### src/hw/smw_pkg.sv
// Package for the serial mute, wake-up and parity unit.
// Assumes an AXI4-Lite master with 32-bit data and the CPU clock at 25 MHz.
package smw_pkg;
  localparam logic [7:0] SMW_STATUS_OFS = 8'h00;
  localparam logic [7:0] SMW_DATA_OFS = 8'h04;
  localparam logic [7:0] SMW_CTRL1_OFS = 8'h08;
  localparam logic [7:0] SMW_CTRL2_OFS = 8'h0C;
  localparam logic [7:0] SMW_BAUD_OFS = 8'h10;
  localparam logic [7:0] SMW_STATUS_RST = 8'hC0;
  localparam logic [7:0] SMW_CTRL1_RST = 8'h00;
  localparam logic [7:0] SMW_CTRL2_RST = 8'h00;
  localparam int SMW_TXE_BIT = 7;
  localparam int SMW_TXC_BIT = 6;
  localparam int SMW_RXF_BIT = 5;
  localparam int SMW_IDLE_BIT = 4;
  localparam int SMW_OR_BIT = 3;
  localparam int SMW_NF_BIT = 2;
  localparam int SMW_FE_BIT = 1;
  localparam int SMW_PERR_BIT = 0;
  localparam int SMW_C1_RX9 = 7;
  localparam int SMW_C1_TX9 = 6;
  localparam int SMW_C1_M = 4;
  localparam int SMW_C1_WAKE = 3;
  localparam int SMW_C1_PAREN = 2;
  localparam int SMW_C1_PODD = 1;
  localparam int SMW_C1_PARIRQ = 0;
  localparam int SMW_C2_TXEIRQ = 7;
  localparam int SMW_C2_TXCIRQ = 6;
  localparam int SMW_C2_RXIRQ = 5;
  localparam int SMW_C2_QUIETIRQ = 4;
  localparam int SMW_C2_OVRIRQ = 3;
  localparam int SMW_C2_LINIRQ = 2;
  localparam int SMW_C2_MUTE = 1;
  localparam logic [15:0] SMW_BAUD_RST = 16'h00D9;
  localparam logic [1:0] SMW_RESP_OKAY = 2'b00;
  localparam logic [1:0] SMW_RESP_SLVERR = 2'b10;
  typedef enum logic [1:0] {SMW_RX_IDLE, SMW_RX_DATA, SMW_RX_STOP} smw_rx_e;
endpackage

### src/hw/smw_top.sv
// Serial unit with receive mute, wake-up, parity and interrupt gating.
// Assumes an AXI4-Lite master on clk and asynchronous rxd/halt/wait pins.
`timescale 1ns/1ps
`default_nettype none
// Contract
// - Setting mute request makes receiver ignore incoming characters.
// - While muted no receive flag sets and receive interrupts are suppressed.
// - Wake on idle line if wake select clear, on address mark if set.
// - Idle wake clears mute request without setting idle flag.
// - Address word with top bit one wakes, clears mute, sets receive full.
// - A break character is never taken as an address word.
// - Parity enable turns on parity generation and checking.
// - Frame is start, 8 or 9 bits including optional parity, stop.
// - Address mark uses the top data bit, not the parity position.
// - Parity makes ones count even when select is 0, odd when 1.
// - With parity on, transmitted top bit is replaced by parity.
// - Parity mismatch sets parity error, interrupt if its enable set.
// - In Wait the unit runs and enabled interrupts wake the device.
// - In Halt registers freeze and traffic stops; events do not end Halt; the register bus still writes registers and clears flags in Halt.
// - Each event flag except noise and framing pairs with its own interrupt enable; the line enable is gated by zero.
// - All events merge onto one interrupt request line.
// - Interrupt needs enable set and processor mask cleared.
// - Overrun wakes from Wait but not from Halt.
// - Long words keep the ninth received bit in its own field.
// - Parity error clears after status access then data access.
// - Receive flags clear after status access then data read.
module smw_top (
  input wire logic clk, // CPU clock
  input wire logic rst_n, // Async reset, active low
  input wire logic clk_en, // Freezes all state when low
  input wire logic [7:0] s_axi_awaddr, // Write address
  input wire logic s_axi_awvalid, // Write address valid
  output logic s_axi_awready, // Write address ready
  input wire logic [31:0] s_axi_wdata, // Write data
  input wire logic [3:0] s_axi_wstrb, // Write strobes
  input wire logic s_axi_wvalid, // Write data valid
  output logic s_axi_wready, // Write data ready
  output logic [1:0] s_axi_bresp, // Write response
  output logic s_axi_bvalid, // Write response valid
  input wire logic s_axi_bready, // Write response ready
  input wire logic [7:0] s_axi_araddr, // Read address
  input wire logic s_axi_arvalid, // Read address valid
  output logic s_axi_arready, // Read address ready
  output logic [31:0] s_axi_rdata, // Read data
  output logic [1:0] s_axi_rresp, // Read response
  output logic s_axi_rvalid, // Read data valid
  input wire logic s_axi_rready, // Read data ready
  input wire logic rxd, // Serial receive pin
  output logic txd, // Serial transmit pin
  input wire logic halt_req, // Device in Halt
  input wire logic wait_req, // Device in Wait
  input wire logic cpu_int_mask, // Processor interrupt mask, high masks
  output logic irq, // Merged interrupt request
  output logic wait_wake // Wake from Wait request
);
  import smw_pkg::*;
  logic [2:0] rx_sync_r, halt_sync_r, wait_sync_r;
  logic rx_s_r, halt_r, wait_r;
  logic run;
  logic [7:0] status_r, ctrl1_r, ctrl2_r;
  logic [15:0] baud_r;
  logic [8:0] rdr_r, tdr_r;
  logic status_seen_r;
  logic aw_got_r, w_got_r;
  logic [7:0] aw_addr_r;
  logic [31:0] w_data_r;
  logic [3:0] w_strb_r;
  logic wr_go, rd_go, data_wr, data_rd, stat_rd;
  logic word9, par_en, mute;
  // Three-stage sync; a change counts once stages two and three agree
  always_ff @(posedge clk or negedge rst_n) begin
    if (!rst_n) begin
      rx_sync_r <= 3'h7;
      halt_sync_r <= 3'h0;
      wait_sync_r <= 3'h0;
    end else if (clk_en) begin
      rx_sync_r <= {rx_sync_r[1:0], rxd};
      halt_sync_r <= {halt_sync_r[1:0], halt_req};
      wait_sync_r <= {wait_sync_r[1:0], wait_req};
    end
  end
  always_ff @(posedge clk or negedge rst_n) begin
    if (!rst_n) begin
      rx_s_r <= 1'b1;
      halt_r <= 1'b0;
      wait_r <= 1'b0;
    end else if (clk_en) begin
      if (rx_sync_r[1] == rx_sync_r[2]) rx_s_r <= rx_sync_r[2];
      if (halt_sync_r[1] == halt_sync_r[2]) halt_r <= halt_sync_r[2];
      if (wait_sync_r[1] == wait_sync_r[2]) wait_r <= wait_sync_r[2];
    end
  end
  assign run = clk_en && !halt_r;
  assign word9 = ctrl1_r[SMW_C1_M];
  assign par_en = ctrl1_r[SMW_C1_PAREN];
  assign mute = ctrl2_r[SMW_C2_MUTE];
  // AXI write: address and data taken in either order; register bus keeps working in Halt
  assign wr_go = aw_got_r && w_got_r && !s_axi_bvalid;
  always_ff @(posedge clk or negedge rst_n) begin
    if (!rst_n) begin
      s_axi_awready <= 1'b1;
      s_axi_wready <= 1'b1;
      aw_got_r <= 1'b0;
      w_got_r <= 1'b0;
      aw_addr_r <= 8'h00;
      w_data_r <= 32'h0000_0000;
      w_strb_r <= 4'h0;
      s_axi_bvalid <= 1'b0;
      s_axi_bresp <= SMW_RESP_OKAY;
    end else if (clk_en) begin
      if (s_axi_awvalid && s_axi_awready) begin
        aw_got_r <= 1'b1;
        aw_addr_r <= s_axi_awaddr;
        s_axi_awready <= 1'b0;
      end
      if (s_axi_wvalid && s_axi_wready) begin
        w_got_r <= 1'b1;
        w_data_r <= s_axi_wdata;
        w_strb_r <= s_axi_wstrb;
        s_axi_wready <= 1'b0;
      end
      if (wr_go) begin
        aw_got_r <= 1'b0;
        w_got_r <= 1'b0;
        s_axi_bvalid <= 1'b1;
        case (aw_addr_r)
          SMW_STATUS_OFS, SMW_DATA_OFS, SMW_CTRL1_OFS, SMW_CTRL2_OFS, SMW_BAUD_OFS:
            s_axi_bresp <= SMW_RESP_OKAY;
          default: s_axi_bresp <= SMW_RESP_SLVERR;
        endcase
      end
      if (s_axi_bvalid && s_axi_bready) begin
        s_axi_bvalid <= 1'b0;
        s_axi_awready <= 1'b1;
        s_axi_wready <= 1'b1;
      end
    end
  end
  assign rd_go = s_axi_arvalid && s_axi_arready;
  always_ff @(posedge clk or negedge rst_n) begin
    if (!rst_n) begin
      s_axi_arready <= 1'b1;
      s_axi_rvalid <= 1'b0;
      s_axi_rdata <= 32'h0000_0000;
      s_axi_rresp <= SMW_RESP_OKAY;
    end else if (clk_en) begin
      if (rd_go) begin
        s_axi_arready <= 1'b0;
        s_axi_rvalid <= 1'b1;
        s_axi_rresp <= SMW_RESP_OKAY;
        case (s_axi_araddr)
          SMW_STATUS_OFS: s_axi_rdata <= {24'h000000, status_r};
          SMW_DATA_OFS: s_axi_rdata <= {24'h000000, rdr_r[7:0]};
          SMW_CTRL1_OFS: s_axi_rdata <= {24'h000000, rdr_r[8], ctrl1_r[6:0]};
          SMW_CTRL2_OFS: s_axi_rdata <= {24'h000000, ctrl2_r};
          SMW_BAUD_OFS: s_axi_rdata <= {16'h0000, baud_r};
          default: begin
            s_axi_rdata <= 32'h0000_0000;
            s_axi_rresp <= SMW_RESP_SLVERR;
          end
        endcase
      end
      if (s_axi_rvalid && s_axi_rready) begin
        s_axi_rvalid <= 1'b0;
        s_axi_arready <= 1'b1;
      end
    end
  end
  assign data_wr = wr_go && aw_addr_r == SMW_DATA_OFS && w_strb_r[0];
  assign data_rd = rd_go && s_axi_araddr == SMW_DATA_OFS;
  assign stat_rd = rd_go && s_axi_araddr == SMW_STATUS_OFS;
  // Status access arms the clear sequence; the next data access completes it
  always_ff @(posedge clk or negedge rst_n) begin
    if (!rst_n) status_seen_r <= 1'b0;
    else if (clk_en) begin
      if (stat_rd) status_seen_r <= 1'b1;
      else if (data_rd || data_wr) status_seen_r <= 1'b0;
    end
  end
  // Receiver: 16x oversampling, majority of samples 7..9, noise if they disagree
  smw_rx_e rx_st_r;
  logic [15:0] rx_div_r;
  logic [3:0] rx_os_r, rx_bit_r;
  logic [8:0] rx_sh_r;
  logic [2:0] rx_smp_r;
  logic rx_noise_r, rx_last_r, rx_tick, rx_maj, rx_done, rx_fe;
  logic [3:0] rx_nbits;
  logic [3:0] idle_cnt_r;
  logic idle_armed_r, idle_seen;
  assign rx_nbits = word9 ? 4'h9 : 4'h8;
  assign rx_tick = rx_div_r == 16'h0000;
  assign rx_maj = (rx_smp_r[0] & rx_smp_r[1]) | (rx_smp_r[1] & rx_smp_r[2])
    | (rx_smp_r[0] & rx_smp_r[2]);
  always_ff @(posedge clk or negedge rst_n) begin
    if (!rst_n) rx_div_r <= 16'h0000;
    else if (run) rx_div_r <= rx_tick ? baud_r : rx_div_r - 16'h0001;
  end
  always_ff @(posedge clk or negedge rst_n) begin
    if (!rst_n) begin
      rx_st_r <= SMW_RX_IDLE;
      rx_os_r <= 4'h0;
      rx_bit_r <= 4'h0;
      rx_sh_r <= 9'h000;
      rx_smp_r <= 3'h0;
      rx_noise_r <= 1'b0;
      rx_last_r <= 1'b1;
    end else if (run && rx_tick) begin
      rx_os_r <= rx_os_r + 4'h1;
      rx_last_r <= rx_s_r;
      if (rx_os_r >= 4'h7 && rx_os_r <= 4'h9) rx_smp_r <= {rx_smp_r[1:0], rx_s_r};
      case (rx_st_r)
        SMW_RX_IDLE: begin
          // Phase keeps running so idle time is counted in whole bits; a start
          // needs a falling edge, so a line left low by a break starts nothing
          if (rx_last_r && !rx_s_r) begin
            rx_st_r <= SMW_RX_DATA;
            rx_os_r <= 4'h1;
            rx_bit_r <= 4'h0;
            rx_noise_r <= 1'b0;
          end
        end
        SMW_RX_DATA: if (rx_os_r == 4'hF) begin
          if (rx_smp_r[0] != rx_smp_r[1] || rx_smp_r[1] != rx_smp_r[2]) rx_noise_r <= 1'b1;
          if (rx_bit_r != 4'h0) rx_sh_r <= word9 ? {rx_maj, rx_sh_r[8:1]}
            : {1'b0, rx_maj, rx_sh_r[7:1]};
          if (rx_bit_r == rx_nbits) rx_st_r <= SMW_RX_STOP;
          rx_bit_r <= rx_bit_r + 4'h1;
        end
        SMW_RX_STOP: if (rx_os_r == 4'h9) rx_st_r <= SMW_RX_IDLE;
        default: rx_st_r <= SMW_RX_IDLE;
      endcase
    end
  end
  assign rx_done = run && rx_tick && rx_st_r == SMW_RX_STOP && rx_os_r == 4'h9;
  assign rx_fe = !rx_maj;
  // Idle: a full character of ones; armed again only after a character
  always_ff @(posedge clk or negedge rst_n) begin
    if (!rst_n) begin
      idle_cnt_r <= 4'h0;
      idle_armed_r <= 1'b0;
    end else if (run && rx_tick) begin
      if (rx_st_r != SMW_RX_IDLE || !rx_s_r) idle_cnt_r <= 4'h0;
      else if (rx_os_r == 4'hF && idle_cnt_r != 4'hF) idle_cnt_r <= idle_cnt_r + 4'h1;
      if (rx_done) idle_armed_r <= 1'b1;
      else if (idle_seen) idle_armed_r <= 1'b0;
    end
  end
  assign idle_seen = run && rx_tick && rx_os_r == 4'hF && rx_st_r == SMW_RX_IDLE
    && rx_s_r && idle_cnt_r == rx_nbits + 4'h1 && idle_armed_r;
  logic [7:0] low_bits;
  logic rx_par_pos, rx_top, rx_brk, rx_addr, rx_par_bad, accept, rx_clr, tx_clr;
  assign low_bits = word9 ? rx_sh_r[7:0] : {1'b0, rx_sh_r[6:0]};
  assign rx_par_pos = word9 ? rx_sh_r[8] : rx_sh_r[7];
  // With parity on, the address mark is the data bit just below the parity slot
  assign rx_top = !par_en ? rx_par_pos : word9 ? rx_sh_r[7] : rx_sh_r[6];
  assign rx_brk = rx_sh_r == 9'h000 && rx_fe;
  assign rx_addr = ctrl1_r[SMW_C1_WAKE] && rx_top && !rx_brk;
  assign rx_par_bad = par_en && ((^low_bits) ^ rx_par_pos ^ ctrl1_r[SMW_C1_PODD]);
  assign accept = rx_done && (!mute || rx_addr);
  assign rx_clr = status_seen_r && data_rd;
  assign tx_clr = status_seen_r && data_wr;
  // Receive flags: a set in the same cycle as a clear wins
  logic tx_load, tx_done, tx_busy_r;
  always_ff @(posedge clk or negedge rst_n) begin
    if (!rst_n) begin
      status_r <= SMW_STATUS_RST;
      rdr_r <= 9'h000;
    end else if (clk_en) begin
      if (rx_clr) status_r[SMW_RXF_BIT:SMW_FE_BIT] <= 5'h00;
      if (status_seen_r && (data_rd || data_wr)) status_r[SMW_PERR_BIT] <= 1'b0;
      if (tx_clr) status_r[SMW_TXC_BIT] <= 1'b0;
      if (tx_clr && tx_busy_r) status_r[SMW_TXE_BIT] <= 1'b0;
      if (tx_load) status_r[SMW_TXE_BIT] <= 1'b1;
      if (tx_done) status_r[SMW_TXC_BIT] <= 1'b1;
      if (accept) begin
        if (status_r[SMW_RXF_BIT] && !rx_clr) status_r[SMW_OR_BIT] <= 1'b1;
        else begin
          rdr_r <= rx_sh_r;
          status_r[SMW_RXF_BIT] <= 1'b1;
          status_r[SMW_NF_BIT] <= rx_noise_r;
          status_r[SMW_FE_BIT] <= rx_fe;
          if (rx_par_bad) status_r[SMW_PERR_BIT] <= 1'b1;
        end
      end
      if (idle_seen && !mute) status_r[SMW_IDLE_BIT] <= 1'b1;
    end
  end
  // Control registers; hardware clear of the mute request wins over the write
  always_ff @(posedge clk or negedge rst_n) begin
    if (!rst_n) begin
      ctrl1_r <= SMW_CTRL1_RST;
      ctrl2_r <= SMW_CTRL2_RST;
      baud_r <= SMW_BAUD_RST;
    end else if (clk_en) begin
      if (wr_go && w_strb_r[0] && aw_addr_r == SMW_CTRL1_OFS) ctrl1_r <= w_data_r[7:0];
      if (wr_go && w_strb_r[0] && aw_addr_r == SMW_CTRL2_OFS) ctrl2_r <= w_data_r[7:0];
      if (wr_go && aw_addr_r == SMW_BAUD_OFS) begin
        if (w_strb_r[0]) baud_r[7:0] <= w_data_r[7:0];
        if (w_strb_r[1]) baud_r[15:8] <= w_data_r[15:8];
      end
      if (mute && ((!ctrl1_r[SMW_C1_WAKE] && idle_seen) || (rx_done && rx_addr)))
        ctrl2_r[SMW_C2_MUTE] <= 1'b0;
    end
  end
  // Transmitter with one holding word; parity replaces the top data bit
  logic [8:0] tx_word, tx_hold_r;
  logic [10:0] tx_sh_r;
  logic [15:0] tx_div_r;
  logic [3:0] tx_os_r, tx_cnt_r;
  logic tx_full_r, tx_par;
  assign tx_par = (^(word9 ? tx_hold_r[7:0] : {1'b0, tx_hold_r[6:0]}))
    ^ ctrl1_r[SMW_C1_PODD];
  assign tx_word = !par_en ? tx_hold_r : word9 ? {tx_par, tx_hold_r[7:0]}
    : {1'b0, tx_par, tx_hold_r[6:0]};
  assign tx_load = run && tx_full_r && !tx_busy_r;
  assign tx_done = run && tx_busy_r && tx_div_r == 16'h0000 && tx_os_r == 4'hF
    && tx_cnt_r == 4'h0;
  always_ff @(posedge clk or negedge rst_n) begin
    if (!rst_n) begin
      tx_hold_r <= 9'h000;
      tx_full_r <= 1'b0;
    end else if (clk_en) begin
      if (tx_load) tx_full_r <= 1'b0;
      if (data_wr) begin
        tx_hold_r <= {ctrl1_r[SMW_C1_TX9], w_data_r[7:0]};
        tx_full_r <= 1'b1;
      end
    end
  end
  always_ff @(posedge clk or negedge rst_n) begin
    if (!rst_n) begin
      tx_busy_r <= 1'b0;
      tx_sh_r <= 11'h7FF;
      tx_div_r <= 16'h0000;
      tx_os_r <= 4'h0;
      tx_cnt_r <= 4'h0;
      txd <= 1'b1;
    end else if (run) begin
      if (tx_load) begin
        tx_busy_r <= 1'b1;
        tx_sh_r <= word9 ? {1'b1, tx_word, 1'b0} : {2'b11, tx_word[7:0], 1'b0};
        tx_cnt_r <= word9 ? 4'hA : 4'h9;
        tx_div_r <= baud_r;
        tx_os_r <= 4'h0;
      end else if (tx_busy_r) begin
        txd <= tx_sh_r[0];
        tx_div_r <= tx_div_r == 16'h0000 ? baud_r : tx_div_r - 16'h0001;
        if (tx_div_r == 16'h0000) begin
          tx_os_r <= tx_os_r + 4'h1;
          if (tx_os_r == 4'hF) begin
            tx_sh_r <= {1'b1, tx_sh_r[10:1]};
            if (tx_cnt_r == 4'h0) tx_busy_r <= 1'b0;
            else tx_cnt_r <= tx_cnt_r - 4'h1;
          end
        end
      end else txd <= 1'b1;
    end
  end
  // Interrupt gating; receive sources are held off while muted
  logic [6:0] evt;
  assign evt = {status_r[SMW_TXE_BIT] & ctrl2_r[SMW_C2_TXEIRQ],
    status_r[SMW_TXC_BIT] & ctrl2_r[SMW_C2_TXCIRQ],
    status_r[SMW_RXF_BIT] & ctrl2_r[SMW_C2_RXIRQ] & !mute,
    status_r[SMW_OR_BIT] & ctrl2_r[SMW_C2_OVRIRQ] & !mute,
    status_r[SMW_IDLE_BIT] & ctrl2_r[SMW_C2_QUIETIRQ] & !mute,
    status_r[SMW_PERR_BIT] & ctrl1_r[SMW_C1_PARIRQ] & !mute,
    1'b0 & ctrl2_r[SMW_C2_LINIRQ]};
  always_ff @(posedge clk or negedge rst_n) begin
    if (!rst_n) begin
      irq <= 1'b0;
      wait_wake <= 1'b0;
    end else if (clk_en) begin
      irq <= |evt && !cpu_int_mask && !halt_r;
      wait_wake <= |evt && wait_r && !halt_r;
    end
  end
endmodule
`default_nettype wire

### config.mk
export PLATFORM = sky130hd
export DESIGN_NAME = smw_top
export DESIGN_NICKNAME = d
export VERILOG_FILES = /design/src/hw/smw_pkg.sv /design/src/hw/smw_top.sv
export SDC_FILE = /design/constraint.sdc
export NUM_CORES = 1
export LEC_CHECK = 0
export ABC_AREA = 1
export BUFFER_PORTS_ARGS = -buffer_cell sky130_fd_sc_hd__buf_2
export CAP_MARGIN = 25
export CELL_PAD_IN_SITES_DETAIL_PLACEMENT = 0
export CELL_PAD_IN_SITES_GLOBAL_PLACEMENT = 2
export CORE_MARGIN = 8
export CORE_UTILIZATION = 32
export DETAILED_ROUTE_END_ITERATION = 12
export PLACE_DENSITY_LB_ADDON = 0.1
export SYNTH_ARGS = -nofsm -noshare
export SYNTH_HDL_FRONTEND = slang
export SYNTH_SLANG_ARGS = --single-unit
### constraint.sdc
create_clock -name clk -period 1.8 [get_ports clk]
set_input_delay 0.09 -clock clk [delete_from_list [all_inputs] [get_ports clk]]
set_output_delay 0.09 -clock clk [all_outputs]
set_load 0.005 [all_outputs]
==> results.md, run 1 <==
| Group | Quantity | This run |
| --- | --- | --- |
| yosys | Post-synthesis cell area | 10500 µm² |
| timing | Setup skew after layout | 10.9 ps |
| placement | Post-Place Cell Area | 12100 µm² |
| die | Initial standard-cell utilization of the core | 32.5% |
| yosys | Sequential fraction of the synthesis area | 49.0% |
| timing | Min Clock Period, post-route | 1800 ps |
| clock tree | Clock input transition at the sequential cells of the worst setup and hold paths | 60 ps |
| placement | Pre-CTS worst setup slack | -53.8 ps |
| job | Maximum Capacitance Violations | 0 |
| worst setup path | Slowest cell on the critical path | sky130_fd_sc_hd__dfrtp_1 |
| timing | Total negative slack for setup checks | -13.2 ps |
| yosys | Cell accounting for the most synthesized area | sky130_fd_sc_hd__dfrtp_1 |
| worst setup path | Cells traversed along the worst timing path | inv_2 > ha_4 > inv_2 > nor2_2 > nand2_2 > nor2_4 > nand4_4 > nor2_4 > nand2_1 > nand2_4 > clkbuf_16 > nand3_1 > nand2_1 |
| cells and area | Final core occ | 42.1% |
| die | Top-level port count | 108 |
| cells and area | Synthesis-to-finish area growth | 29.5% |
| yosys | Count of mapped cells out of synthesis | 1281 |
| global routing | Vias in the first global route | 9044 |
| worst hold path | Worst hold path class | input pin to flop |
| worst setup path | Worst-path fanout max | 5 |
| drt | Number of nets with antenna violations after detailed routing | 0 |
| status | Violations in the final reports | setup timing |
| power and ir drop | Power density over cell area | 1110 nW/µm² |
| yosys | Most common flop cell mapped by yosys | sky130_fd_sc_hd__dfrtp_1 |
| yosys | Commonest cells in the netlist | sky130_fd_sc_hd__nand2_1 (321), sky130_fd_sc_hd__dfrtp_1 (179), sky130_fd_sc_hd__o21ai_0 (154) |
| yosys | Top cell type's share of synthesized area | 42.5% |
| worst setup path | Buffers & Inverters on Critical Path | 3 |
| drt | Final wirelength | 31100 µm |
| die | Vert. Die Dim | 198 µm |
| timing | Share of the clock period used by the worst path | 100% |
| global routing | Met3 capacity usage during global routing | 2.40% |
| clock tree | Clock tree from TritonCTS | built |
| cells and area | Final standard cell area without fillers | 13700 µm² |
| drt | Wire length per cell after detailed routing | 15.8 µm |
| cells and area | Antenna fix cells | 0 |
| power and ir drop | Pleak | 6.61 nW |
| global routing | Busiest metal layer after global routing | met2 |
| worst setup path | Startpoint type of the worst setup path | flop |
| worst setup path | Launching point of the worst reg2reg path | rx_div_r[1] |
| timing | Achievable frequency | 554 MHz |
| clock tree | Clock Tree Root | sky130_fd_sc_hd__clkbuf_16 |
| global routing | Met2 track demand over resource | 26.0% |
| global routing | GR Overflow Total | 0 |
| worst setup path | WS Path Type | flop to flop |
| timing | Unrepaired setup endpoints after global routing | true |
| clock tree | Count of H-tree levels built during CTS | 1 |
| yosys | Count of cell types in the netlist | 61 |
| drt | Post-route DRC | 0 |
| yosys | Synth Warn # | 0 |
| clock tree | Number of clock sinks seen by CTS | 205 |
| worst setup path | Family with the most delay on the worst path | simple AND/OR/NAND/NOR gates |
| clock tree | Total CTS buffers | 26 |
| global routing | Maximum number of pins on one net before global-route repair | 48 |
| drt | Vias | 8970 |
| cells and area | Fraction of final layout cells sized beyond drive strength 1 | 22.1% |
| timing | Post-layout worst setup margin | -4.75 ps |
| cells and area | Number of nets at the end of the flow | 1583 |
| timing | Total of endpoints with negative setup slack in the final report | 4 |
| yosys | Cell with the most instances after synthesis | sky130_fd_sc_hd__nand2_1 |
| power and ir drop | Highest ir drop seen on vdd | 0.645 mV |
| worst setup path | WP depth | 13 |
| timing | Count of final max-slew check failures | 0 |
| die | DIE AREA | 39000 µm² |
| die | Core Footprint | 32500 µm² |
| worst setup path | R2R cell count | 13 |
| worst setup path | Critical path required time | 2270 ps |
| drt | First drt pass iteration count | 5 |
| timing | Final-report hold violation count | 0 |
| global routing | Met1 Track Usage GR | 22.2% |
| power and ir drop | Pwr Total | 15.2 mW |
| worst setup path | Capturing element type of the critical path | flop |
| die | Width of the die | 198 µm |
| worst setup path | Startpoint of the worst setup timing path | rx_div_r[1] |
| die | Number of placement rows | 66 |
| clock tree | Maximum root-to-sink buffer count | 3 |
| placement | HPWL Detailed | 23200 µm |
| yosys | Post-synthesis register bit count | 205 |
| yosys | Async S/R FF share, synth | 100% |
| drt | Via density per instance | 4.57 |
| yosys | Number of synthesized flops with an enable pin | 0 |
| clock tree | Worst-skew pair later-pin latency | 530 ps |
| global routing | All-layer global routing usage | 16.0% |
| worst setup path | CP arrival | 2270 ps |
| placement | Count of buffers inserted at the top-level ports | 71 |
| status | Result of the run | complete, but fails checks |
| placement | GP Congestion | 0.788 |
| worst setup path | Reg2reg setup slack | -5 ps |
| worst setup path | Critical register-to-register path endpoint | rdr_r[0] |
| drt | Count of routing violations after the opening detailed-route iteration | 460 |
| yosys | Leading post-synthesis cells by cell area | sky130_fd_sc_hd__dfrtp_1 (42%), sky130_fd_sc_hd__nand2_1 (11%), sky130_fd_sc_hd__o21ai_0 (7.3%) |
| global routing | Wire length of the first global-routing pass | 50200 µm |
| worst setup path | Capture point of the worst path | rdr_r[0] |
| worst setup path | Delay of the slowest critical-path stage | 380 ps |
| global routing | Number of antenna violations at the first check in global routing | 0 |
| yosys | Avg Inst Size Synth | 8.23 µm² |
| worst hold path | Hold path cells | 3 |
[logic make-up after synthesis]
| logic type | count (synthesis) | share of synthesized area (%) |
|---|---|---|
| other | 1 | 0.0356 |
| AO/OA/AOI/OAI | 256 | 13.8 |
| AND/OR/NAND/NOR | 560 | 23.8 |
| XOR/XNOR | 26 | 2.16 |
| adder cells (fa/ha/maj) | 17 | 2.02 |
| buffers and inverters | 214 | 9.00 |
| flip-flops | 205 | 49.0 |
| multiplexers | 2 | 0.214 |
[worst min-delay path by stage]
stage	from	end	slack, ps
3_5_place_dp	rst_n	wait_sync_r[2]	20
2_1_floorplan	rst_n	aw_addr_r[0]	-210
6_report	s_axi_araddr[3]	status_seen_r	40
5_1_grt	s_axi_araddr[2]	status_seen_r	50
3_3_place_gp	rst_n	wait_sync_r[2]	20
4_1_cts	s_axi_araddr[3]	status_seen_r	7
[worst reg2reg max path: stages (launching register included)]
cell and delay (ps):
sky130_fd_sc_hd__dfrtp_1 380, sky130_fd_sc_hd__inv_2 80, sky130_fd_sc_hd__ha_4 140, sky130_fd_sc_hd__inv_2 30, sky130_fd_sc_hd__nor2_2 80, sky130_fd_sc_hd__nand2_2 60, sky130_fd_sc_hd__nor2_4 130, sky130_fd_sc_hd__nand4_4 170
sky130_fd_sc_hd__nor2_4 180, sky130_fd_sc_hd__nand2_1 100, sky130_fd_sc_hd__nand2_4 110, sky130_fd_sc_hd__clkbuf_16 150, sky130_fd_sc_hd__nand3_1 60, sky130_fd_sc_hd__nand2_1 70
[placed cells by master, fill, tap and decap left out, types with 21 or more instances in the layout]
cell                              n
sky130_fd_sc_hd__dlygate4sd3_1   39
sky130_fd_sc_hd__nand4_1         21
sky130_fd_sc_hd__clkbuf_16       28
sky130_fd_sc_hd__nand3_1         78
sky130_fd_sc_hd__nor2_1          80
sky130_fd_sc_hd__dfstp_2         26
sky130_fd_sc_hd__buf_4          105
sky130_fd_sc_hd__a21oi_1         30
sky130_fd_sc_hd__o21ai_0        151
sky130_fd_sc_hd__buf_2           70
sky130_fd_sc_hd__dfrtp_1        178
sky130_fd_sc_hd__inv_1          148
sky130_fd_sc_hd__nand2_1        309
[where the power goes]
part | leakage (nW) | switching [mW] | internal (mW) | total [mW]
Sequential | 2.58 | 0.589 | 5.45 | 6.04
Combinational | 3.61 | 2.25 | 1.60 | 3.86
Clock | 0.419 | 2.03 | 3.24 | 5.27
Total | 6.61 | 4.87 | 10.3 | 15.2
[flip-flops by register name, summed over array words and instances (netlist names), 2 cells and up]
| name | cells |
|---|---|
| aw_addr_r | 8 |
| rx_sh_r | 9 |
| status_r | 8 |
| tx_div_r | 16 |
| rx_bit_r | 4 |
| wait_sync_r | 3 |
| tx_sh_r | 10 |
| tx_os_r | 4 |
| rx_div_r | 16 |
| ctrl2_r | 8 |
| rx_os_r | 4 |
| w_strb_r | 2 |
| baud_r | 16 |
| tx_hold_r | 9 |
| idle_cnt_r | 4 |
| rx_smp_r | 3 |
| s_axi_rdata | 16 |
| halt_sync_r | 3 |
| rdr_r | 9 |
| rx_st_r | 2 |
| w_data_r | 16 |
| tx_cnt_r | 4 |
| ctrl1_r | 7 |
| rx_sync_r | 3 |
[layer usage]
layer | share of wire, % | wire length (µm)
met5 | 0 | 0
met3 | 3.5 | 1080
met4 | 2.4 | 747
met1 | 48 | 14800
met2 | 46 | 14400
[layout make-up]
cell class / instances / area [µm²]
clock buffers: 40 / 774
clock inverters: 8 / 97.6
fillers: 3344 / 18800
inverters: 160 / 624
multi-input cells: 881 / 4690
flip-flops and latches: 205 / 5160
well taps: 442 / 553
repair buffers: 228 / 1750
[through the flow]
| step | instances | hold WS (ps) |
|---|---|---|
| 2_1_floorplan | 1298 | -206 |
| 3_3_place_gp | 1869 | 22.2 |
| 3_5_place_dp | 1869 | 21.0 |
| 4_1_cts | 1959 | 7.04 |
| 5_1_grt | 1964 | 49.2 |
| 6_report | 1964 | 41.6 |
[timing repair]
item,CTS,global route
pin swaps,3,20
buffers inserted,3,3
endpoints found under the hold margin,221,0
endpoints found under the setup margin,15,81
resized for setup,10,49
cloned,0,3
hold buffers,39,0
(Power assumes the default switching activity.)
==> run 2, diff against run 1 <==
==> constraint.sdc (replaced) <==
create_clock -name clk -period 1.8 [get_ports clk]
set_input_delay 0.45 -clock clk [delete_from_list [all_inputs] [get_ports clk]]
set_output_delay 0.45 -clock clk [all_outputs]
set_load 0.005 [all_outputs]
==> results.md, run 2 (synthesized netlist as in run 1, its figures left out) <==
| Group | Quantity | This run | Change |
| --- | --- | --- | --- |
| die | DIE AREA | 39000 µm² | unchanged |
| placement | Count of buffers inserted at the top-level ports | 71 | unchanged |
| die | Initial standard-cell utilization of the core | 32.5% | unchanged |
| clock tree | Total CTS buffers | 26 | unchanged |
| global routing | Maximum number of pins on one net before global-route repair | 44 | -8.3% |
| worst setup path | Worst-path fanout max | 18 | +13 |
| cells and area | Synthesis-to-finish area growth | 28.1% |  |
| job | Maximum Capacitance Violations | 0 | unchanged |
| timing | Achievable frequency | 528 MHz | -4.7% |
| power and ir drop | Pleak | 6.58 nW | -0.45% |
| worst setup path | CP arrival | 2310 ps | +40 ps |
| cells and area | Commonest non-fill, non-tap cells in the layout | sky130_fd_sc_hd__nand2_1 (310), sky130_fd_sc_hd__dfrtp_1 (178), sky130_fd_sc_hd__o21ai_0 (152), sky130_fd_sc_hd__inv_1 (148), sky130_fd_sc_hd__buf_4 (122) |  |
| placement | Pre-CTS worst setup slack | -136 ps | -82.1 ps |
| global routing | Wire length of the first global-routing pass | 50600 µm | +0.80% |
| cells and area | Non-filler instance count after layout | 1943 | -1.1% |
| drt | Wire length per cell after detailed routing | 16.0 µm | +1.0% |
| timing | Count of final max-slew check failures | 0 | unchanged |
| timing | Transition time at the pin with the least slew margin | 593 ps |  |
| drt | Count of routing violations after the opening detailed-route iteration | 458 | -0.43% |
| status | Violations in the final reports | setup timing |  |
| timing | Post-layout worst setup margin | -94.5 ps | -89.7 ps |
| global routing | Vias in the first global route | 9100 | +0.62% |
| drt | Final wirelength | 31100 µm | about the same |
| die | Width of the die | 198 µm | unchanged |
| worst setup path | Critical path required time | 2220 ps | -50 ps |
| timing | Total of endpoints with negative setup slack in the final report | 26 | +22 |
| clock tree | Clock tree from TritonCTS | built |  |
| global routing | Number of antenna violations at the first check in global routing | 0 | unchanged |
| worst setup path | Reg2reg setup slack | -90 ps | -90 ps |
| timing | Share of the clock period used by the worst path | 105% | +5.0 points |
| drt | Number of nets with antenna violations after detailed routing | 0 | unchanged |
| die | Vert. Die Dim | 198 µm | unchanged |
| power and ir drop | Power density over cell area | 1160 nW/µm² | +4.1% |
| timing | Final-report hold violation count | 0 | unchanged |
| cells and area | Antenna fix cells | 0 | unchanged |
| status | Result of the run | complete, but fails checks |  |
| clock tree | Number of clock sinks seen by CTS | 205 | unchanged |
| cells and area | Fraction of final layout cells sized beyond drive strength 1 | 24.3% | +2.2 points |
| worst setup path | WS Path Type | flop to flop |  |
| cells and area | Number of nets at the end of the flow | 1562 | -1.3% |
| clock tree | Worst-skew pair later-pin latency | 540 ps | about the same |
| die | Number of placement rows | 66 | unchanged |
| power and ir drop | Pwr Total | 15.6 mW | +3.0% |
| placement | HPWL Detailed | 23300 µm | +0.52% |
| global routing | All-layer global routing usage | 16.2% | +0.17 points |
| drt | Post-route DRC | 0 | unchanged |
| die | Top-level port count | 108 | unchanged |
| timing | Setup skew after layout | 18.3 ps | +7.38 ps |
| placement | Post-Place Cell Area | 12300 µm² | +1.5% |
| power and ir drop | Highest ir drop seen on vdd | 0.664 mV | +3.0% |
| clock tree | Clock input transition at the sequential cells of the worst setup and hold paths | 60 ps | about the same |
| cells and area | Most common library cell in the layout ignoring fill and taps | sky130_fd_sc_hd__nand2_1 |  |
| drt | Via density per instance | 4.59 | +0.43% |
| timing | Slew headroom | 60.3% |  |
| drt | First drt pass iteration count | 5 | unchanged |
| placement | GP Congestion | 0.810 | +2.9% |
| timing | Unrepaired setup endpoints after global routing | true |  |
| timing | Min Clock Period, post-route | 1890 ps | +89.7 ps |
| global routing | GR Overflow Total | 0 | unchanged |
| timing | Total negative slack for setup checks | -1260 ps | -1250 ps |
| worst setup path | Capturing element type of the critical path | flop |  |
| drt | Vias | 8912 | -0.65% |
| worst setup path | Startpoint type of the worst setup path | flop |  |
| worst hold path | Worst hold path class | input pin to flop |  |
| cells and area | Final standard cell area without fillers | 13500 µm² | -1.1% |
| clock tree | Maximum root-to-sink buffer count | 3 | unchanged |
| clock tree | Clock Tree Root | sky130_fd_sc_hd__clkbuf_16 |  |
| die | Core Footprint | 32500 µm² | unchanged |
| clock tree | Count of H-tree levels built during CTS | 1 | unchanged |
| placement | Cells after DPL | 1886 | +0.91% |
-- run 2: area by class of cell --
type | instances | area, µm²
Clock inverter | 17 | 209
Sequential cell | 205 | 5160
Timing Repair Buffer | 209 | 1550
Inverter | 160 | 627
Tap cell | 442 | 553
Fill cell | 3412 | 19000
Multi-Input combinational cell | 879 | 4700
Clock buffer | 31 | 699
-- run 2: routing by layer --
layer	vias to the layer above	GRT usage, %	wire length (µm)
li1	4543	-	-
met1	4212	22.3	15100
met2	124	26.7	14300
met3	33	2.42	1100
met4	0	3.21	543
met5	-	0	0
-- run 2: power breakdown --
part | internal (mW) | total [mW] | leakage (nW) | switching (mW)
logic | 1.70 | 4.09 | 3.55 | 2.38
registers | 5.45 | 6.03 | 2.58 | 0.582
clock network | 3.36 | 5.49 | 0.453 | 2.13
-- run 2: worst paths after layout --
check / to / startpoint / cells after the start
worst min-delay path: aw_addr_r[0] / s_axi_awaddr[0] / 3
worst min register to register: tx_sh_r[8] / tx_sh_r[8] / 2
min in group asynchronous: wait_sync_r[0] / rst_n / 2
worst max-delay path: rx_sh_r[6] / rx_div_r[0] / 12
worst max register to register: rx_sh_r[6] / rx_div_r[0] / 12
max in group asynchronous: tx_sh_r[4] / rst_n / 3
-- run 2: per-stage QoR --
step | utilization [%] | hold WS (ps)
final | 41.6 | 109
after global routing | 41.6 | 94.8
after CTS | 40.8 | 75.0
after detailed placement | 37.8 | 389
after global placement | 37.8 | 393
after floorplan | - | 154
-- run 2: what timing repair did --
item,4_1_cts,5_1_grt
buffers inserted,1,7
hold buffers,1,0
endpoints found under the hold margin,31,0
cloned,0,0
endpoints found under the setup margin,36,96
pin swaps,3,17
gates resized for setup,14,50
-- run 2: worst max-delay path, stage by stage (launching register included) --
cell                      delay (ps)
sky130_fd_sc_hd__dfrtp_1         390
sky130_fd_sc_hd__inv_2            80
sky130_fd_sc_hd__ha_4            130
sky130_fd_sc_hd__inv_2            30
sky130_fd_sc_hd__nor2_1           70
sky130_fd_sc_hd__nand2_1         100
sky130_fd_sc_hd__nor2_4          130
sky130_fd_sc_hd__nand4_4         180
sky130_fd_sc_hd__buf_6           170
sky130_fd_sc_hd__nor2_4          180
sky130_fd_sc_hd__nand2_8         130
sky130_fd_sc_hd__nor2_1          130
sky130_fd_sc_hd__a21oi_1          50
==> run 3, diff against run 2 <==
--- a/config.mk
+++ b/config.mk
@@ -6,5 +6,4 @@
 export NUM_CORES = 1
 export LEC_CHECK = 0
-export ABC_AREA = 1
 export BUFFER_PORTS_ARGS = -buffer_cell sky130_fd_sc_hd__buf_2
 export CAP_MARGIN = 25
@@ -12,5 +11,5 @@
 export CELL_PAD_IN_SITES_GLOBAL_PLACEMENT = 2
 export CORE_MARGIN = 8
-export CORE_UTILIZATION = 32
+export CORE_UTILIZATION = 35
 export DETAILED_ROUTE_END_ITERATION = 12
 export PLACE_DENSITY_LB_ADDON = 0.1
==> constraint.sdc (replaced) <==
create_clock -name clk -period 1.8 [get_ports clk]
set_input_delay 0.27 -clock clk [delete_from_list [all_inputs] [get_ports clk]]
set_output_delay 0.27 -clock clk [all_outputs]
set_load 0.005 [all_outputs]
==> results.md, run 3 <==
| Group | Quantity | This run | Change |
| --- | --- | --- | --- |
| worst setup path | Reg2reg setup slack | -250 ps | -150 ps |
| yosys | Post-synthesis register bit count | 205 | unchanged |
| timing | Share of the clock period used by the worst path | 114% | +8.5 points |
| status | Violations in the final reports | setup timing |  |
| clock tree | Worst-skew pair later-pin latency | 550 ps | about the same |
| clock tree | Number of clock sinks seen by CTS | 205 | unchanged |
| timing | Count of final max-slew check failures | 0 | unchanged |
| timing | Post-layout worst setup margin | -247 ps | -153 ps |
| yosys | Synth Warn # | 0 | unchanged |
| placement | Pre-CTS worst setup slack | -325 ps | -189 ps |
| worst setup path | Startpoint type of the worst setup path | flop |  |
| drt | Via density per instance | 5.06 | +10% |
| timing | Setup skew after layout | 22.9 ps | +4.65 ps |
| placement | HPWL Detailed | 21300 µm | -8.5% |
| global routing | Vias in the first global route | 8654 | -4.9% |
| cells and area | Fraction of final layout cells sized beyond drive strength 1 | 45.2% | +21 points |
| worst setup path | Cells traversed along the worst timing path | inv_2 > ha_4 > nor4b_4 > buf_4 > and4_4 > and3_4 > nand2_8 > mux2_4 |  |
| cells and area | Synthesis-to-finish area growth | 47.0% |  |
| worst setup path | R2R cell count | 8 | -4 |
| drt | Number of nets with antenna violations after detailed routing | 0 | unchanged |
| worst hold path | Worst hold path class | input pin to flop |  |
| timing | Unrepaired setup endpoints after global routing | true |  |
| clock tree | Clock input transition at the sequential cells of the worst setup and hold paths | 60 ps | about the same |
| cells and area | Most common library cell in the layout ignoring fill and taps | sky130_fd_sc_hd__dfrtp_1 |  |
| yosys | Cell accounting for the most synthesized area | sky130_fd_sc_hd__dfrtp_1 |  |
| worst setup path | Worst-path fanout max | 5 | -13 |
| global routing | Number of antenna violations at the first check in global routing | 0 | unchanged |
| clock tree | Clock Tree Root | sky130_fd_sc_hd__clkbuf_16 |  |
| worst hold path | Worst Hold Path EP | s_axi_wready |  |
| yosys | Cell with the most instances after synthesis | sky130_fd_sc_hd__dfrtp_1 |  |
| drt | Final wirelength | 30500 µm | -1.8% |
| power and ir drop | Pleak | 6.82 nW | +3.6% |
| clock tree | Total CTS buffers | 25 | -3.8% |
| placement | Cells after DPL | 1563 | -17% |
| yosys | Post-synthesis cell area | 10100 µm² | -3.8% |
| yosys | Count of cell types in the netlist | 76 | +25% |
| status | Result of the run | complete, but fails checks |  |
| worst hold path | Hold path cells | 3 | unchanged |
| yosys | Commonest cells in the netlist | sky130_fd_sc_hd__dfrtp_1 (179), sky130_fd_sc_hd__nand2_1 (111), sky130_fd_sc_hd__mux2_2 (83) |  |
| cells and area | Commonest non-fill, non-tap cells in the layout | sky130_fd_sc_hd__dfrtp_1 (179), sky130_fd_sc_hd__buf_4 (155), sky130_fd_sc_hd__nand2_1 (90), sky130_fd_sc_hd__buf_2 (70), sky130_fd_sc_hd__mux2_2 (61) |  |
| timing | Total of endpoints with negative setup slack in the final report | 89 | +240% |
| worst setup path | Launching point of the worst reg2reg path | rx_div_r[0] |  |
| power and ir drop | Highest ir drop seen on vdd | 0.753 mV | +13% |
| worst setup path | Slowest cell on the critical path | sky130_fd_sc_hd__dfrtp_1 |  |
| timing | Achievable frequency | 488 MHz | -7.5% |
| global routing | All-layer global routing usage | 17.5% | +1.3 points |
| drt | Vias | 8499 | -4.6% |
| yosys | Avg Inst Size Synth | 10.5 µm² | +27% |
| cells and area | Antenna fix cells | 0 | unchanged |
| clock tree | Count of H-tree levels built during CTS | 1 | unchanged |
| timing | Min Clock Period, post-route | 2050 ps | +153 ps |
| global routing | GR Overflow Total | 0 | unchanged |
| die | Width of the die | 186 µm | -5.7% |
| drt | First drt pass iteration count | 4 | -1 |
| die | Vert. Die Dim | 186 µm | -5.7% |
| worst setup path | Critical path required time | 2230 ps | about the same |
| yosys | Most common flop cell mapped by yosys | sky130_fd_sc_hd__dfrtp_1 |  |
| power and ir drop | Power density over cell area | 1070 nW/µm² | -7.3% |
| placement | Post-Place Cell Area | 12300 µm² | about the same |
| power and ir drop | Pwr Total | 16.0 mW | +2.3% |
| die | Core Footprint | 28600 µm² | -12% |
| global routing | Maximum number of pins on one net before global-route repair | 53 | +20% |
| yosys | Async S/R FF share, synth | 100% | unchanged |
| yosys | Sequential fraction of the synthesis area | 50.9% | +2.0 points |
| worst setup path | CP arrival | 2480 ps | +170 ps |
| die | Initial standard-cell utilization of the core | 35.4% | +2.9 points |
| timing | Final-report hold violation count | 0 | unchanged |
| worst setup path | WS Path Type | flop to flop |  |
| clock tree | Clock tree from TritonCTS | built |  |
| die | Top-level port count | 108 | unchanged |
| clock tree | Maximum root-to-sink buffer count | 3 | unchanged |
| drt | Post-route DRC | 0 | unchanged |
| die | Number of placement rows | 62 | -6.1% |
| cells and area | Number of nets at the end of the flow | 1359 | -13% |
| global routing | Wire length of the first global-routing pass | 48000 µm | -5.2% |
| worst setup path | Delay of the slowest critical-path stage | 390 ps | about the same |
| yosys | Number of synthesized flops with an enable pin | 0 | unchanged |
| placement | GP Congestion | 0.811 | about the same |
| placement | Count of buffers inserted at the top-level ports | 71 | unchanged |
| yosys | Leading post-synthesis cells by cell area | sky130_fd_sc_hd__dfrtp_1 (44%), sky130_fd_sc_hd__mux2_2 (9.2%), sky130_fd_sc_hd__dfstp_2 (6.7%) |  |
| timing | Hold slack | 34.1 ps | -74.7 ps |
| drt | Count of routing violations after the opening detailed-route iteration | 394 | -14% |
| worst hold path | Startpoint of the most critical hold path | s_axi_wvalid |  |
| yosys | Top cell type's share of synthesized area | 44.2% | +1.7 points |
| yosys | Count of mapped cells out of synthesis | 968 | -24% |
| die | DIE AREA | 34700 µm² | -11% |
| cells and area | Final standard cell area without fillers | 14900 µm² | +10% |
| job | Maximum Capacitance Violations | 0 | unchanged |
| cells and area | Final core occ | 52.1% | +10 points |
| timing | Total negative slack for setup checks | -12430 ps | -11170 ps |
| drt | Wire length per cell after detailed routing | 18.1 µm | +13% |
| worst setup path | Capturing element type of the critical path | flop |  |
| cells and area | Non-filler instance count after layout | 1681 | -13% |
| worst setup path | Critical register-to-register path endpoint | rdr_r[0] |  |
run 3: cell types whose count changed after synthesis, sizes merged, moves of 40 or more:
cell	delta
o21ai	-91
nor2	-40
inv	-124
nand3	-50
nand2	-217
mux2	+82
run 3: report_power, final:
group          internal [mW]  switching [mW]  total [mW]  leakage [nW]
logic                   2.39            2.16        4.55          3.80
clock network           3.10            2.08        5.18         0.422
registers               5.45           0.782        6.23          2.60
run 3: final cells by class:
| class | count | area (µm²) |
|---|---|---|
| clock inverter | 11 | 123 |
| inverter | 34 | 128 |
| multi-input combinational | 690 | 5570 |
| tap | 384 | 480 |
| clock buffer | 35 | 723 |
| fill | 2622 | 13700 |
| sequential | 205 | 5160 |
| timing repair buffer | 322 | 2710 |
run 3: critical path, delay by kind of cell (launching register included):
family | cells | cell delay [ps]
fa+ha+maj | 1 | 140
flops | 1 | 390
buf+inv | 2 | 250
simple gates | 4 | 860
mux | 1 | 290
run 3: routing by layer:
| layer | vias up | part of all wire [%] | GRT usage [%] |
|---|---|---|---|
| li1 | 4097 | - | - |
| met1 | 4217 | 47 | 23.7 |
| met2 | 139 | 47 | 28.8 |
| met3 | 46 | 3.2 | 2.53 |
| met4 | 0 | 2.7 | 4.99 |
| met5 | - | 0 | 0 |
run 3: repair_timing:
action / CTS / global route
endpoints found under the setup margin: 122 / 137
hold buffers: 33 / 0
hold endpoints to repair: 67 / 0
cloned: 1 / 3
pin swaps: 8 / 86
setup buffers: 15 / 28
gates resized for setup: 117 / 185
run 3: how the worst max path moves through the flow:
| stage | startpoint | end | slack [ps] |
|---|---|---|---|
| final | rx_div_r[0] | rdr_r[0] | -250 |
| after global placement | s_axi_araddr[5] | rdr_r[0] | -310 |
| after global routing | rx_div_r[0] | rx_bit_r[3] | -360 |
| after detailed placement | s_axi_araddr[5] | rdr_r[0] | -330 |
| after floorplan | aw_addr_r[0] | ctrl2_r[0] | -210 |
| after CTS | rx_div_r[0] | rx_bit_r[3] | -230 |
run 3: cells by family (layout without fill, tap and decap cells):
kind of cell,Yosys count,in the layout,synth area share [%]
multiplexers,104,104,11.3
flip-flops,205,205,50.9
XOR/XNOR,21,21,1.95
AO/OA/AOI/OAI,214,214,13.2
AND/OR/NAND/NOR,315,316,16.2
other,1,18,0.0370
buffers and inverters,91,402,4.21
adder cells (fa/ha/maj),17,17,2.10
